`config.mk`:
```
export PLATFORM = sky130hd
export DESIGN_NAME = swr_watchdog
export DESIGN_NICKNAME = d
export VERILOG_FILES = /design/src/shared/swr_pkg.sv /design/src/design/swr_link_rx.sv /design/src/design/swr_watchdog.sv
export SDC_FILE = /design/constraint.sdc
export NUM_CORES = 1
export LEC_CHECK = 0
export BUFFER_PORTS_ARGS = -buffer_cell sky130_fd_sc_hd__buf_2
export CAP_MARGIN = 30
export CORE_UTILIZATION = 53
export CTS_CLUSTER_SIZE = 12
export DETAILED_ROUTE_END_ITERATION = 12
export PLACE_DENSITY = 0.78
export SLEW_MARGIN = 20
export SYNTH_ARGS = -nofsm -noshare
export SYNTH_HDL_FRONTEND = slang
export SYNTH_SLANG_ARGS = --single-unit
export TNS_END_PERCENT = 1
```
`constraint.sdc`:
```
create_clock -name mclk -period 2.58 [get_ports mclk]
set_input_delay 0.774 -clock mclk [delete_from_list [all_inputs] [get_ports mclk]]
set_output_delay 0.774 -clock mclk [all_outputs]
set_load 0.01 [all_outputs]
```
`src/shared/swr_pkg.sv`:
```
// Package: constants and types for the supervisor watchdog restart block
package swr_pkg;

   // Command code of the watchdog setup register
   localparam logic [7:0] SWR_SETUP_CMD    = 8'hee;
   // Setup field layout: bit 7 enable, bits 3:0 timeout select
   localparam int         SWR_EN_BIT       = 7;
   localparam int         SWR_SEL_LSB      = 0;
   localparam int         SWR_SEL_W        = 4;
   // Value after reset and in blank nonvolatile memory: enabled, longest
   localparam logic [7:0] SWR_SETUP_RST    = 8'h8f;
   // Base timeout unit in microseconds, and in 50 ns cycles
   localparam int         SWR_CLK_NS       = 50;
   localparam int         SWR_UNIT_US      = 1000;
   localparam int         SWR_UNIT_CYC     = (SWR_UNIT_US * 1000) / SWR_CLK_NS;
   // Broadcast message: distinct code for watchdog restart
   localparam logic [7:0] SWR_MSG_RESTART  = 8'ha5;
   localparam int         SWR_MSG_BITS     = 8;
   // Half period of the link bit clock in mclk cycles
   localparam int         SWR_HALF_CYC     = 25;
   // Restart pulse length in cycles
   localparam int         SWR_RST_CYC      = 16;

   // Link transmitter states
   typedef enum logic [1:0] {
      SWR_TX_IDLE  = 2'b00,
      SWR_TX_START = 2'b01,
      SWR_TX_BITS  = 2'b10,
      SWR_TX_STOP  = 2'b11
   } swr_tx_t;

endpackage : swr_pkg

```
`src/design/swr_link_rx.sv`:
```
// Receiver of restart broadcasts on the interdevice link
`timescale 1ns/1ps
`default_nettype none
module swr_link_rx (
   // Clock and reset
   input  wire logic       mclk,
   input  wire logic       rst,
   // Link pins, raw
   input  wire logic       clk_pin_in,
   input  wire logic       data_pin_in,
   // Decoded restart broadcast, one cycle
   output logic            restart_heard
);

   logic [2:0] clk_sync_reg;
   logic [2:0] dat_sync_reg;
   logic       clk_q_reg;
   logic       dat_q_reg;
   logic       busy_reg;
   logic [3:0] cnt_reg;
   logic [7:0] shift_reg;

   ////////////////////////////////////////////////////////////////////
   // Three-stage pin synchronisers; level accepted on agreement
   always_ff @(posedge mclk) begin
      if (rst) begin
         clk_sync_reg <= 3'h7;
         dat_sync_reg <= 3'h7;
         clk_q_reg    <= 1'b1;
         dat_q_reg    <= 1'b1;
      end else begin
         clk_sync_reg <= {clk_sync_reg[1:0], clk_pin_in};
         dat_sync_reg <= {dat_sync_reg[1:0], data_pin_in};
         if (clk_sync_reg[1] == clk_sync_reg[2])
            clk_q_reg <= clk_sync_reg[2];
         if (dat_sync_reg[1] == dat_sync_reg[2])
            dat_q_reg <= dat_sync_reg[2];
      end
   end

   wire logic clk_f = clk_sync_reg[1] == clk_sync_reg[2] ?
                      clk_sync_reg[2] : clk_q_reg;
   wire logic dat_f = dat_sync_reg[1] == dat_sync_reg[2] ?
                      dat_sync_reg[2] : dat_q_reg;

   ////////////////////////////////////////////////////////////////////
   // Start is data falling while clock high; bits taken on clock rise
   always_ff @(posedge mclk) begin
      if (rst) begin
         busy_reg      <= 1'b0;
         cnt_reg       <= 4'h0;
         shift_reg     <= 8'h00;
         restart_heard <= 1'b0;
      end else begin
         restart_heard <= 1'b0;
         if (!busy_reg && clk_f && clk_q_reg && dat_q_reg && !dat_f) begin
            busy_reg <= 1'b1;
            cnt_reg  <= 4'h0;
         end else if (busy_reg && clk_f && !clk_q_reg) begin
            shift_reg <= {shift_reg[6:0], dat_f};
            cnt_reg   <= cnt_reg + 4'h1;
            if (cnt_reg == 4'(swr_pkg::SWR_MSG_BITS - 1)) begin
               busy_reg <= 1'b0;
               // Only the distinct restart code restarts us
               restart_heard <= {shift_reg[6:0], dat_f} ==
                                swr_pkg::SWR_MSG_RESTART;
            end
         end
      end
   end

endmodule : swr_link_rx
`default_nettype wire

```
`src/design/swr_watchdog.sv`:
```
// Watchdog with setup register, restart output and link broadcast
`timescale 1ns/1ps
`default_nettype none
module swr_watchdog #(
   parameter int UNIT_CYC = swr_pkg::SWR_UNIT_CYC
) (
   // Clock and reset
   input  wire logic       mclk,
   input  wire logic       rst,
   // Management command port, byte wide
   input  wire logic       cmd_wr,
   input  wire logic       cmd_rd,
   input  wire logic [7:0] cmd_code,
   input  wire logic [7:0] cmd_wdata,
   output logic     [7:0]  cmd_rdata,
   output logic            cmd_ack,
   // Save to nonvolatile memory, and the value stored there
   input  wire logic       store_req,
   input  wire logic [7:0] nv_setup_in,
   output logic     [7:0]  nv_setup_out,
   output logic            nv_store,
   // Controller service strobe
   input  wire logic       service,
   // Restart to the device and alert pin (never driven by us)
   output logic            restart_out,
   output logic            alert_low_oe,
   // Interdevice link pins
   input  wire logic       interdevice_clock_pin_in,
   output logic            interdevice_clock_pin_out,
   output logic            interdevice_clock_pin_oe,
   input  wire logic       interdevice_data_pin_in,
   output logic            interdevice_data_pin_out,
   output logic            interdevice_data_pin_oe
);

   logic [7:0]      watchdog_setup_reg;
   logic [7:0]      active_setup_reg;
   logic            loaded_reg;
   logic [31:0]     unit_cnt_reg;
   logic [15:0]     units_reg;
   logic            fire;
   logic            heard;
   logic [4:0]      rst_cnt_reg;
   swr_pkg::swr_tx_t tx_state_reg;
   logic [5:0]      half_reg;
   logic [3:0]      bit_reg;
   logic            phase_reg;

   wire logic       en = active_setup_reg[swr_pkg::SWR_EN_BIT];
   wire logic [3:0] sel =
      active_setup_reg[swr_pkg::SWR_SEL_LSB +: swr_pkg::SWR_SEL_W];
   // Timeout is 2^sel units: wide range with a four-bit field
   wire logic [15:0] limit = 16'h0001 << sel;

   ////////////////////////////////////////////////////////////////////
   // Stored setup is taken once after power up; register writes only
   // matter once saved and cycled, so the active copy is not rewritten
   always_ff @(posedge mclk) begin
      if (rst) begin
         active_setup_reg <= swr_pkg::SWR_SETUP_RST;
         loaded_reg       <= 1'b0;
      end else if (!loaded_reg) begin
         active_setup_reg <= nv_setup_in;
         loaded_reg       <= 1'b1;
      end
   end

   ////////////////////////////////////////////////////////////////////
   // Setup register access and save
   always_ff @(posedge mclk) begin
      if (rst) begin
         watchdog_setup_reg <= swr_pkg::SWR_SETUP_RST;
         cmd_rdata          <= 8'h00;
         cmd_ack            <= 1'b0;
         nv_setup_out       <= swr_pkg::SWR_SETUP_RST;
         nv_store           <= 1'b0;
      end else begin
         cmd_ack  <= (cmd_wr | cmd_rd) && cmd_code == swr_pkg::SWR_SETUP_CMD;
         nv_store <= store_req;
         if (!loaded_reg)
            watchdog_setup_reg <= nv_setup_in;
         else if (cmd_wr && cmd_code == swr_pkg::SWR_SETUP_CMD)
            watchdog_setup_reg <= cmd_wdata;
         if (cmd_rd && cmd_code == swr_pkg::SWR_SETUP_CMD)
            cmd_rdata <= watchdog_setup_reg;
         else if (cmd_rd)
            cmd_rdata <= 8'h00;
         if (store_req)
            nv_setup_out <= watchdog_setup_reg;
      end
   end

   ////////////////////////////////////////////////////////////////////
   // Timeout counter, cleared by service
   always_ff @(posedge mclk) begin
      if (rst || restart_out || service || !en || !loaded_reg) begin
         unit_cnt_reg <= 32'h0;
         units_reg    <= 16'h0;
      end else if (unit_cnt_reg == 32'(UNIT_CYC - 1)) begin
         unit_cnt_reg <= 32'h0;
         units_reg    <= units_reg + 16'h1;
      end else begin
         unit_cnt_reg <= unit_cnt_reg + 32'h1;
      end
   end

   assign fire = en && loaded_reg && !restart_out && !service &&
                 units_reg == limit;

   swr_link_rx u_rx (
      .mclk          (mclk),
      .rst           (rst),
      .clk_pin_in    (interdevice_clock_pin_in),
      .data_pin_in   (interdevice_data_pin_in),
      .restart_heard (heard)
   );

   ////////////////////////////////////////////////////////////////////
   // Restart pulse, from own timeout or peer broadcast
   always_ff @(posedge mclk) begin
      if (rst) begin
         restart_out  <= 1'b0;
         rst_cnt_reg  <= 5'h0;
         alert_low_oe <= 1'b0;
      end else begin
         alert_low_oe <= 1'b0;
         // Our own broadcast echoes back through the receiver; it is
         // ignored while we transmit, so only peers obey it
         if (fire || (heard && !restart_out &&
                      tx_state_reg == swr_pkg::SWR_TX_IDLE)) begin
            restart_out <= 1'b1;
            rst_cnt_reg <= 5'(swr_pkg::SWR_RST_CYC - 1);
         end else if (rst_cnt_reg != 5'h0) begin
            rst_cnt_reg <= rst_cnt_reg - 5'h1;
         end else begin
            restart_out <= 1'b0;
         end
      end
   end

   ////////////////////////////////////////////////////////////////////
   // Broadcast transmitter: start, eight bits MSB first, stop.
   // Open drain: drives only low, so out is tied low when enabled.
   always_ff @(posedge mclk) begin
      if (rst) begin
         tx_state_reg              <= swr_pkg::SWR_TX_IDLE;
         half_reg                  <= 6'h0;
         bit_reg                   <= 4'h0;
         phase_reg                 <= 1'b0;
         interdevice_clock_pin_out <= 1'b0;
         interdevice_clock_pin_oe  <= 1'b0;
         interdevice_data_pin_out  <= 1'b0;
         interdevice_data_pin_oe   <= 1'b0;
      end else begin
         case (tx_state_reg)
            swr_pkg::SWR_TX_IDLE: begin
               interdevice_clock_pin_oe <= 1'b0;
               interdevice_data_pin_oe  <= 1'b0;
               if (fire) begin
                  tx_state_reg            <= swr_pkg::SWR_TX_START;
                  interdevice_data_pin_oe <= 1'b1;
                  half_reg                <= 6'h0;
               end
            end
            swr_pkg::SWR_TX_START: begin
               if (half_reg == 6'(swr_pkg::SWR_HALF_CYC - 1)) begin
                  half_reg                 <= 6'h0;
                  interdevice_clock_pin_oe <= 1'b1;
                  tx_state_reg             <= swr_pkg::SWR_TX_BITS;
                  bit_reg                  <= 4'h0;
                  phase_reg                <= 1'b0;
               end else
                  half_reg <= half_reg + 6'h1;
            end
            swr_pkg::SWR_TX_BITS: begin
               // Data moves mid-way through clock low, never with a clock
               // edge, so a peer cannot see it change under a high clock
               if (!phase_reg && half_reg == 6'(swr_pkg::SWR_HALF_CYC / 2))
                  interdevice_data_pin_oe <=
                     !swr_pkg::SWR_MSG_RESTART[3'(7 - bit_reg)];
               if (half_reg == 6'(swr_pkg::SWR_HALF_CYC - 1)) begin
                  half_reg  <= 6'h0;
                  phase_reg <= !phase_reg;
                  if (!phase_reg) begin
                     // Release clock; the bit is read on its rise
                     interdevice_clock_pin_oe <= 1'b0;
                  end else begin
                     interdevice_clock_pin_oe <= 1'b1;
                     bit_reg                  <= bit_reg + 4'h1;
                     if (bit_reg == 4'(swr_pkg::SWR_MSG_BITS - 1))
                        tx_state_reg <= swr_pkg::SWR_TX_STOP;
                  end
               end else
                  half_reg <= half_reg + 6'h1;
            end
            swr_pkg::SWR_TX_STOP: begin
               // Pull data low mid-way through the last clock low
               if (interdevice_clock_pin_oe &&
                   half_reg == 6'(swr_pkg::SWR_HALF_CYC / 2))
                  interdevice_data_pin_oe <= 1'b1;
               if (half_reg == 6'(swr_pkg::SWR_HALF_CYC - 1)) begin
                  half_reg <= 6'h0;
                  if (interdevice_clock_pin_oe)
                     interdevice_clock_pin_oe <= 1'b0;
                  else begin
                     interdevice_data_pin_oe <= 1'b0;
                     tx_state_reg <= swr_pkg::SWR_TX_IDLE;
                  end
               end else
                  half_reg <= half_reg + 6'h1;
            end
            default: tx_state_reg <= swr_pkg::SWR_TX_IDLE;
         endcase
      end
   end
endmodule : swr_watchdog
`default_nettype wire

```
### Word level (Yosys, flattened, before mapping)

Memory sizes are Yosys's and may differ from the RTL's.
Index checks and enable logic that the tools add are counted.

| operators by class | value |
|---|---|
| shift operators | 1 |
| order comparisons | 1 |
| add/sub/neg operators | 7 |
| multiplexer cells | 43 |
| reductions and logical operators | 51 |
| bitwise operators | 4 |
| eq/ne operators | 23 |

Operators by type and width:

| kind | count |
|---|---|
| $add A32 B1 Y32 const B | 1 |
| $eq A32 B15 Y1 const B | 1 |
| $mux W8 | 4 |
| $mux W4 | 5 |
| $mux W1 | 19 |
| $ne A2 B2 Y1 const B | 9 |
| $logic_and A1 B1 Y1 | 17 |
| $add A16 B1 Y16 const B | 1 |
| $eq A16 B16 Y1 | 1 |
| $eq A8 B8 Y1 const B | 2 |
| $shl A1 B4 Y16 const A | 1 |
| $mux W2 | 7 |
| $mux W6 | 2 |
| $pmux W6 S2 | 1 |
| $reduce_bool A2 Y1 | 5 |
| $logic_not A1 Y1 | 9 |
| $add A4 B1 Y4 const B | 2 |
| $eq A4 B3 Y1 const B | 2 |
| $pmux W2 S4 | 1 |
| $pmux W4 S2 | 1 |
| $reduce_and A7 Y1 | 1 |
| $add A6 B1 Y6 const B | 1 |
| $eq A6 B4 Y1 const B | 1 |
| $eq A6 B5 Y1 const B | 1 |
| other kinds (22) | 35 |

| storage, ports and cells | value |
|---|---|
| memory bits (read-only) | 8 |
| output and inout port bits | 24 |
| memories kept | 1 |
| register bits | 125 |
| input port bits | 32 |
| word-level logic and storage cells | 157 |

Memories:

| name | words | width | read ports | clocked after Yosys merged registers in | write ports | RTL line | source |
|---|---|---|---|---|---|---|---|
| (name not given) | 8 | 1 | 1 | 0 | 0 | swr_watchdog.sv:180 | `!swr_pkg::SWR_MSG_RESTART[3'(7 - bit_reg)];` |

### Logic depth before layout (Yosys ltp)

Gate-level depths: netlist of the first run.

| logic depth | value |
|---|---|
| depth in word-level cells | 8 |
| gate-level depth with buffers | 9 |
| mapped depth without buffers | 8 |

### Cells and area by module

From an unflattened synthesis of the first run, not the netlist that was laid out.

| second synthesis, totals | value |
|---|---|
| cells, all modules | 695 |
| area total of the unflattened synthesis | 5,903.2 sq um |

By module, submodules not included:

| module | cells each | sequential area each (sq um) | area an instance (sq um) | instances |
|---|---|---|---|---|
| swr_watchdog | 613 | 2,021.9 | 5,112.4 | 1 |
| swr_link_rx | 82 | 420.4 | 790.8 | 1 |

### Worst setup path after synthesis of the first run

Ideal clock, no wire load.

| timing | value |
|---|---|
| kind | in2reg |
| start point | input service |
| end point | register tx_state_reg[0] |
| required time | 2,506 ps |
| data arrival time | 2,513 ps |
| setup slack | -7 ps |
| stages | 7 |
| library setup time | 74 ps |
| path buffers | 1 |
| cells stage by stage | nand4bb_1 > a221oi_2 > o211ai_1 > or4_1 > buf_2 > or4_1 > a31oi_1 |

| between the ends | value |
|---|---|
| longest elaborated chain between the ends | 5 |

Ends and longest elaborated chain:

| what | RTL line | source |
|---|---|---|
| from (decl) | swr_watchdog.sv:23 | `input wire logic service,` |
| $logic_not A1 Y1 | swr_watchdog.sv:107 | `assign fire = en && loaded_reg && !restart_out && !service &&` |
| $logic_and A1 B1 Y1 (2 in series) | swr_watchdog.sv:107 |  |
| $ne A2 B2 Y1 (no line) | -- |  |
| $reduce_and A7 Y1 (no line) | -- |  |
| to (signal assigned) | swr_watchdog.sv:146 | `tx_state_reg <= swr_pkg::SWR_TX_IDLE;` |
| to (signal assigned) | swr_watchdog.sv:160 | `tx_state_reg <= swr_pkg::SWR_TX_START;` |
| to (signal assigned) | swr_watchdog.sv:169 | `tx_state_reg <= swr_pkg::SWR_TX_BITS;` |
| to (decl) | swr_watchdog.sv:44 | `swr_pkg::swr_tx_t tx_state_reg;` |

Every way passes these cells.
A chain may end at the register's enable or synchronous reset.

### Worst setup path in the final report of the first run

| timing | value |
|---|---|
| start point | register active_setup_reg[0] |
| end point | register tx_state_reg[1] |

| between the ends | value |
|---|---|
| longest elaborated chain between the ends | 5 |

Ends and longest elaborated chain:

| what | RTL line | source |
|---|---|---|
| from (decl) | swr_watchdog.sv:37 | `logic [7:0] active_setup_reg;` |
| from (signal assigned) | swr_watchdog.sv:60 | `active_setup_reg <= swr_pkg::SWR_SETUP_RST;` |
| from (signal assigned) | swr_watchdog.sv:63 | `active_setup_reg <= nv_setup_in;` |
| $shl A1 B4 Y16 | swr_watchdog.sv:53 | `wire logic [15:0] limit = 16'h0001 << sel;` |
| $eq A16 B16 Y1 | swr_watchdog.sv:108 | `units_reg == limit;` |
| $logic_and A1 B1 Y1 | swr_watchdog.sv:107 |  |
| $ne A2 B2 Y1 (no line) | -- |  |
| $reduce_and A7 Y1 (no line) | -- |  |

Every way passes these cells.

==> impl_metrics.csv, run 1 <==
group,metric,value,unit
status,status,"complete, no violations",
clocking,cts_tree,"yes",
grt,antenna_found_initial,0,
clocking,htreeDepth,4,
routing,drtAntennaViolNets,0,
layout,areaGrowthSynthToFinish,17.29,%
power,power.density,747.4,nW/µm²
timing,hold_viol_final,0,
grt,grtUsageMet2,0.3720,
layout,largest_reg_flops,32,
run,maxCapViolCount,0,
die,io_pins,56,
timing,tns,0,ns
layout,final_cell_mix,"dfxtp_1 (120), nor2_1 (84), nand2_1 (61)",
yosys,synth_cell_types,60,
worst_setup_path,slowest_delay,0.55,ns
layout,diodes,0,
layout,final_common_cell,"dfxtp_1",
routing,wirelength,12200,µm
die,core_region_area,10420,µm²
timing,period_needed,2.446,ns
routing,drt_iter0_markers,325,
worst_setup_path,r2r_setup_slack,0.13,ns
worst_hold_path,hold_path_depth,1,
grt,grt_max_degree,57,
grt,grt.met3_usage,0.05763,
grt,grt_pass1_wl,20460,µm
worst_setup_path,worstSetupStartpointType,"flip-flop",
routing,vias,4922,
clocking,root_buffer,"clkbuf_8",
worst_hold_path,holdPathEnd,"u_rx.dat_sync_reg[1]",
clocking,clock_sinks,122,
worst_setup_path,reg2reg_from,"active_setup_reg[0]",
worst_setup_path,path_delay_family,"compound AO/OA/AOI/OAI gates",
worst_setup_path,r2r-end,"tx_state_reg[1]",
yosys,ys_ff_latch,122,
grt,gr-total-overflow,0,
placement,dp.cells,843,
yosys,avgSynthCellArea,8.512,µm²
timing,setup_viol,0,
grt,grt_pass1_vias,4536,
clocking,clkTransAtPathRegs,0.06,ns
yosys,syn_area,5754,µm²
grt,top_usage_layer,"met2",
die,row_count,37,
yosys,netlist_instances,676,
layout,fin_cells,875,
worst_setup_path,worstPathRequired,3.02,ns
routing,drc,0,
die,die_area,11280,µm²
layout,drive_above_1_share,0.1691,
worst_setup_path,crit_type,"flip-flop to flip-flop",
routing,drt-wirelength-per-cell,13.95,µm
layout,nets,770,
worst_setup_path,worstPathCellList,"buf_4 -> nor2b_1 -> a221oi_1 -> o22ai_1 -> or4_1 -> buf_4 -> o31ai_1 -> mux2i_1",
worst_setup_path,cp.depth,8,
routing,drt_first_pass_iters,5,
yosys,yosysWarnings,0,
worst_setup_path,reg2reg_depth,8,
timing,skew,0.008636,ns
yosys,seq_area_frac_synth,0.4244,
worst_setup_path,cp.arrival,2.88,ns
worst_hold_path,min-delay-start,"u_rx.dat_sync_reg[0]",
timing,max_slew_margin,0.5963,
grt,grt.total_usage,0.2251,
yosys,async_flop_share,0,
clocking,cts_buffers,17,
grt,met1_usage,0.2857,
timing,finalCritPeriodShare,0.9481,
worst_setup_path,crit_buf_inv,2,
placement,place.gp.congestion,0.8244,
timing,worst_pin_slew,0.6005,ns
clocking,clockBufferDepth,2,
worst_hold_path,hold_path_class,"flip-flop to flip-flop",
power,leakage,2.485,nW
die,initial_core_util,0.5524,
timing,timing.fmax,0.4088,GHz
die,die_height,106.2,µm
power,peakVddDrop,0.5641,mV
power,p_total,0.005044,W
placement,io_buffers,52,
placement,hpwlAfterDp,8415,µm
timing,maxSlewViolCount,0,
clocking,clk_latency,0.51,ns
routing,via_per_inst,5.625,
die,die_width,106.2,µm
yosys,synthFlopType,"dfxtp_1",
yosys,synth-edff-count,0,
worst_setup_path,cp_max_fo,23,
worst_setup_path,crit_top_cell,"buf_4",
worst_setup_path,end_kind,"flip-flop",
worst_setup_path,crit_slowest_cell,"or4_1",
layout,fin_util,0.6479,
==> worst register-to-register path: cells and delay by family (launching register included) <==
kind	cells	cell delay, ns
flip-flops	1	0.33
buffers and inverters	2	0.44
AND/OR/NAND/NOR	2	0.66
multiplexers	1	0.22
AO/OA/AOI/OAI	3	0.72
==> per-layer routing <==
layer	up-vias	part of all wire
li1	2480	-
met1	2343	0.47
met2	91	0.48
met3	8	0.036
met4	0	0.0085
met5	-	0
==> stage by stage <==
stage          instance area (µm²)  setup WS [ns]  hold WS [ns]
3_5_place_dp                  6147        -0.1308        0.3963
5_1_grt                       6749      -0.005286        0.4200
2_1_floorplan                 5768       0.004318        0.3895
6_report                      6749         0.1339        0.4096
4_1_cts                       6740        0.09317        0.4121
3_3_place_gp                  6147       -0.07639        0.4002
==> synth_stat cells, drive strengths merged, types with 3 or more instances <==
cell / n / area share
nand4b: 6 / 0.0091
clkbuf: 27 / 0.018
or2: 14 / 0.015
and3: 10 / 0.011
nor2: 84 / 0.055
nand4: 15 / 0.016
xor2: 32 / 0.049
mux2: 5 / 0.0098
mux2i: 12 / 0.021
nand3: 34 / 0.030
nor4: 16 / 0.017
a31oi: 3 / 0.0033
a211o: 5 / 0.0076
o21ai: 18 / 0.016
nor2b: 10 / 0.011
a21oi: 42 / 0.037
nand4bb: 4 / 0.0078
or3: 6 / 0.0065
a221oi: 3 / 0.0057
o221ai: 4 / 0.0061
nand2: 61 / 0.040
nor4b: 4 / 0.0061
o211ai: 4 / 0.0052
and4: 5 / 0.0076
buf: 14 / 0.014
o41ai: 3 / 0.0046
ha: 12 / 0.026
nand3b: 4 / 0.0052
o21a: 3 / 0.0039
nor3: 10 / 0.0087
a311oi: 6 / 0.0091
o31ai: 3 / 0.0039
and2: 4 / 0.0043
nand2b: 18 / 0.020
dfxtp: 122 / 0.42
xnor2: 16 / 0.024
inv: 14 / 0.0091
==> worst max-delay path by stage <==
stage	start	to	slack, ns
floorplan	service	tx_state_reg[0]	0.004
global placement	service	tx_state_reg[1]	-0.08
detailed placement	service	tx_state_reg[0]	-0.13
CTS	active_setup_reg[3]	tx_state_reg[1]	0.09
global route	active_setup_reg[0]	tx_state_reg[0]	-0.005
finish	active_setup_reg[0]	tx_state_reg[1]	0.13
==> cell type report <==
class | count | area, µm²
repair buffers | 70 | 395.4
well taps | 136 | 170.2
clock inverters | 12 | 147.6
fillers | 857 | 3667
clock buffers | 20 | 445.4
flip-flops and latches | 122 | 2445
inverters | 15 | 56.30
multi-input cells | 500 | 3089
==> where the power goes <==
part / switching [W] / total, W / leakage (nW) / internal, W
sequential: 0.0000719 / 0.00204 / 0.990 / 0.00197
clock: 0.000827 / 0.00234 / 0.279 / 0.00151
combinational: 0.000373 / 0.000664 / 1.22 / 0.000291
==> cell families (layout without fill, tap and decap cells) <==
kind of cell / Yosys count / after routing / synth area share
flip-flops: 122 / 122 / 0.4244
other: 1 / 3 / 0.0006517
adder cells (fa/ha/maj): 13 / 13 / 0.02783
AO/OA/AOI/OAI: 104 / 104 / 0.1161
multiplexers: 17 / 17 / 0.03066
XOR/XNOR: 48 / 48 / 0.07306
AND/OR/NAND/NOR: 315 / 315 / 0.2861
buffers and inverters: 56 / 117 / 0.04109
==> timing repair <==
item,in CTS,in global routing
hold buffers,0,0
buffers inserted,0,0
endpoints found under the setup margin,0,13
resized for setup,0,4
Power figures use the tool's default switching activity.
==> run 2, diff against run 1 <==
--- a/config.mk
+++ b/config.mk
@@ -5,12 +5,13 @@
 export SDC_FILE = /design/constraint.sdc
 export NUM_CORES = 1
 export LEC_CHECK = 0
+export ABC_AREA = 1
 export BUFFER_PORTS_ARGS = -buffer_cell sky130_fd_sc_hd__buf_2
 export CAP_MARGIN = 30
-export CORE_UTILIZATION = 53
+export CORE_UTILIZATION = 54
 export CTS_CLUSTER_SIZE = 12
 export DETAILED_ROUTE_END_ITERATION = 12
-export PLACE_DENSITY = 0.78
+export PLACE_DENSITY = 0.79
 export SLEW_MARGIN = 20
 export SYNTH_ARGS = -nofsm -noshare
 export SYNTH_HDL_FRONTEND = slang
==> run 2 against run 1 <==
Die area up 4.3%. Clock power down 3%. Global-route usage up 2.5 points. Combinational power up 27%. Critical endpoint is now tx_state_reg[0]. Largest power group unchanged. Cell count up 25%.
==> impl_metrics.csv, run 2 <==
group,metric,value,unit
worst_hold_path,holdPathEnd,"u_rx.dat_sync_reg[1]",
clocking,clk_latency,0.42,ns
worst_setup_path,r2r-end,"tx_state_reg[0]",
grt,grt_pass1_wl,23160,µm
worst_setup_path,r2r_setup_slack,0.39,ns
worst_setup_path,reg2reg_from,"active_setup_reg[3]",
yosys,ys_ff_latch,122,
timing,finalCritPeriodShare,0.8479,
routing,drtAntennaViolNets,0,
yosys,synth_commonest_cells,"nand2_1 (211), dfxtp_1 (122), inv_1 (101)",
yosys,synth_area_leaders,"dfxtp_1 (40%), nand2_1 (13%), inv_1 (6.2%), a21oi_1 (6.1%), nor2_1 (5.1%)",
placement,place.gp.congestion,0.8657,
layout,diodes,0,
run,maxCapViolCount,0,
worst_setup_path,cp.arrival,2.50,ns
timing,setup_viol,0,
worst_hold_path,hold_path_depth,1,
timing,worst_pin_slew,0.6073,ns
worst_hold_path,min-delay-start,"u_rx.dat_sync_reg[0]",
timing,rsz0062_at_grt,"false",
routing,wirelength,13910,µm
power,intPower,0.003671,W
grt,antenna_found_initial,0,
worst_setup_path,crit_type,"flip-flop to flip-flop",
die,initial_core_util,0.5594,
yosys,synth-edff-count,0,
clocking,cts-resized-gates,0,
timing,max_slew_margin,0.5914,
power,comb_power_share,0.163,
power,peakVddDrop,0.5045,mV
yosys,synth.most_common_cell,"nand2_1",
clocking,cts_buffers,17,
power,power.density,733.6,nW/µm²
timing,holdWs,0.4116,ns
routing,drt_iter0_markers,385,
die,die_width,108.4,µm
timing,skew,0.01070,ns
power,leakage,2.893,nW
yosys,seq_area_frac_synth,0.3993,
yosys,yosysWarnings,0,
routing,via_per_inst,5.313,
die,die_area,11760,µm²
timing,tns,0,ns
yosys,async_flop_share,0,
yosys,synth.top_cell.area_share,0.3993,
layout,final_common_cell,"nand2_1",
placement,hpwlAfterDp,10130,µm
routing,drc,0,
grt,grt.total_usage,0.2504,
power,pwr-share-seq,0.399,
clocking,cts_tree,"yes",
clocking,post_cts_buffers,0,
grt,gr-total-overflow,0,
routing,drt_first_pass_iters,5,
layout,areaGrowthSynthToFinish,15.46,%
placement,io_buffers,52,
yosys,syn_area,6117,µm²
worst_setup_path,end_kind,"flip-flop",
worst_setup_path,reg2reg_depth,11,
clocking,root_buffer,"clkbuf_16",
yosys,avgSynthCellArea,6.881,µm²
die,row_count,38,
clocking,clock_sinks,122,
yosys,synthFlopType,"dfxtp_1",
worst_setup_path,cp_max_fo,18,
grt,grt_pass1_vias,5277,
routing,drt-wirelength-per-cell,12.69,µm
yosys,yosysTopAreaCell,"dfxtp_1",
layout,largest_reg_flops,32,
yosys,netlist_instances,889,
routing,vias,5823,
timing,period_needed,2.187,ns
timing,timing.fmax,0.4571,GHz
grt,grt_max_degree,31,
worst_setup_path,worstSetupStartpointType,"flip-flop",
power,pwr-share-clk,0.438,
clocking,clkTransAtPathRegs,0.06,ns
die,core_region_area,10940,µm²
status,status,"complete, no violations",
power,p_switching,0.001510,W
clocking,clockBufferDepth,2,
timing,maxSlewViolCount,0,
layout,final_cell_mix,"nand2_1 (211), dfxtp_1 (122), inv_1 (101)",
worst_setup_path,worstPathRequired,2.89,ns
clocking,htreeDepth,4,
layout,drive_above_1_share,0.1370,
clocking,hold_buffers,0,
yosys,synth_cell_types,37,
die,die_height,108.4,µm
timing,hold_viol_final,0,
die,io_pins,56,
layout,nets,987,
worst_hold_path,hold_path_class,"flip-flop to flip-flop",
power,netSwitchingFraction,0.2915,
run 2: worst max path at each step:
| stage | from | to | slack (ns) | cells past startpoint |
|---|---|---|---|---|
| 2_1_floorplan | service | unit_cnt_reg[20] | 0.78 | 10 |
| 3_3_place_gp | service | unit_cnt_reg[20] | 0.53 | 10 |
| 3_5_place_dp | cmd_code[6] | watchdog_setup_reg[5] | 0.46 | 7 |
| 4_1_cts | active_setup_reg[3] | tx_state_reg[0] | 0.43 | 11 |
| 5_1_grt | active_setup_reg[3] | tx_state_reg[0] | 0.19 | 11 |
| 6_report | active_setup_reg[3] | tx_state_reg[0] | 0.39 | 11 |
run 2: power groups by stage:
stage                     sequential, W  combinational, W  clock (W)
after floorplan                 0.00210          0.000636          0
after global placement          0.00210          0.000820          0
after detailed placement        0.00210          0.000840          0
after CTS                       0.00207          0.000844    0.00230
after global routing            0.00208          0.000968    0.00238
final                           0.00207          0.000846    0.00227
run 2: cell families after synthesis:
kind of cell | synth area share
AO/OA/AOI/OAI | 0.1211
XOR/XNOR | 0.02720
adder cells (fa/ha/maj) | 0.02454
buffers and inverters | 0.09265
flip-flops | 0.3993
other | 0.0006130
AND/OR/NAND/NOR | 0.3346
run 2: layout make-up:
type	count	area, µm²
inverter	113	425.4
tap	140	175.2
multi-input combinational	627	3115
fill	952	3872
sequential	122	2442
timing repair buffer	62	335.3
clock inverter	13	116.4
clock buffer	19	452.9
run 2: per-stage QoR:
step	cell area (µm²)	total power (W)	util	worst slack, ns	std cells
floorplan	6125	0.002735	-	0.7774	891
global placement	6494	0.002923	0.5938	0.5325	1064
detailed placement	6494	0.002945	0.5938	0.4606	1064
CTS	7063	0.005207	0.6459	0.4322	1096
global route	7063	0.005432	0.6459	0.1945	1096
finish	7063	0.005182	0.6459	0.3925	1096
run 2: metal layers:
layer,track usage,wire length [µm]
met1,0.3103,6294
met2,0.4150,6480
met3,0.06691,922
met4,0.09170,210
met5,0,0
run 2: worst max-delay path, cell delays in order (launching register included):
cell and delay (ns):
dfxtp_1 0.68, inv_2 0.26, nand4_1 0.18, nand2_1 0.06
nor2_1 0.10, nand2_1 0.07, nor2_2 0.11, nand3_2 0.22
nand2_2 0.20, nand3_1 0.08, nand2_1 0.07, nor2_1 0.03
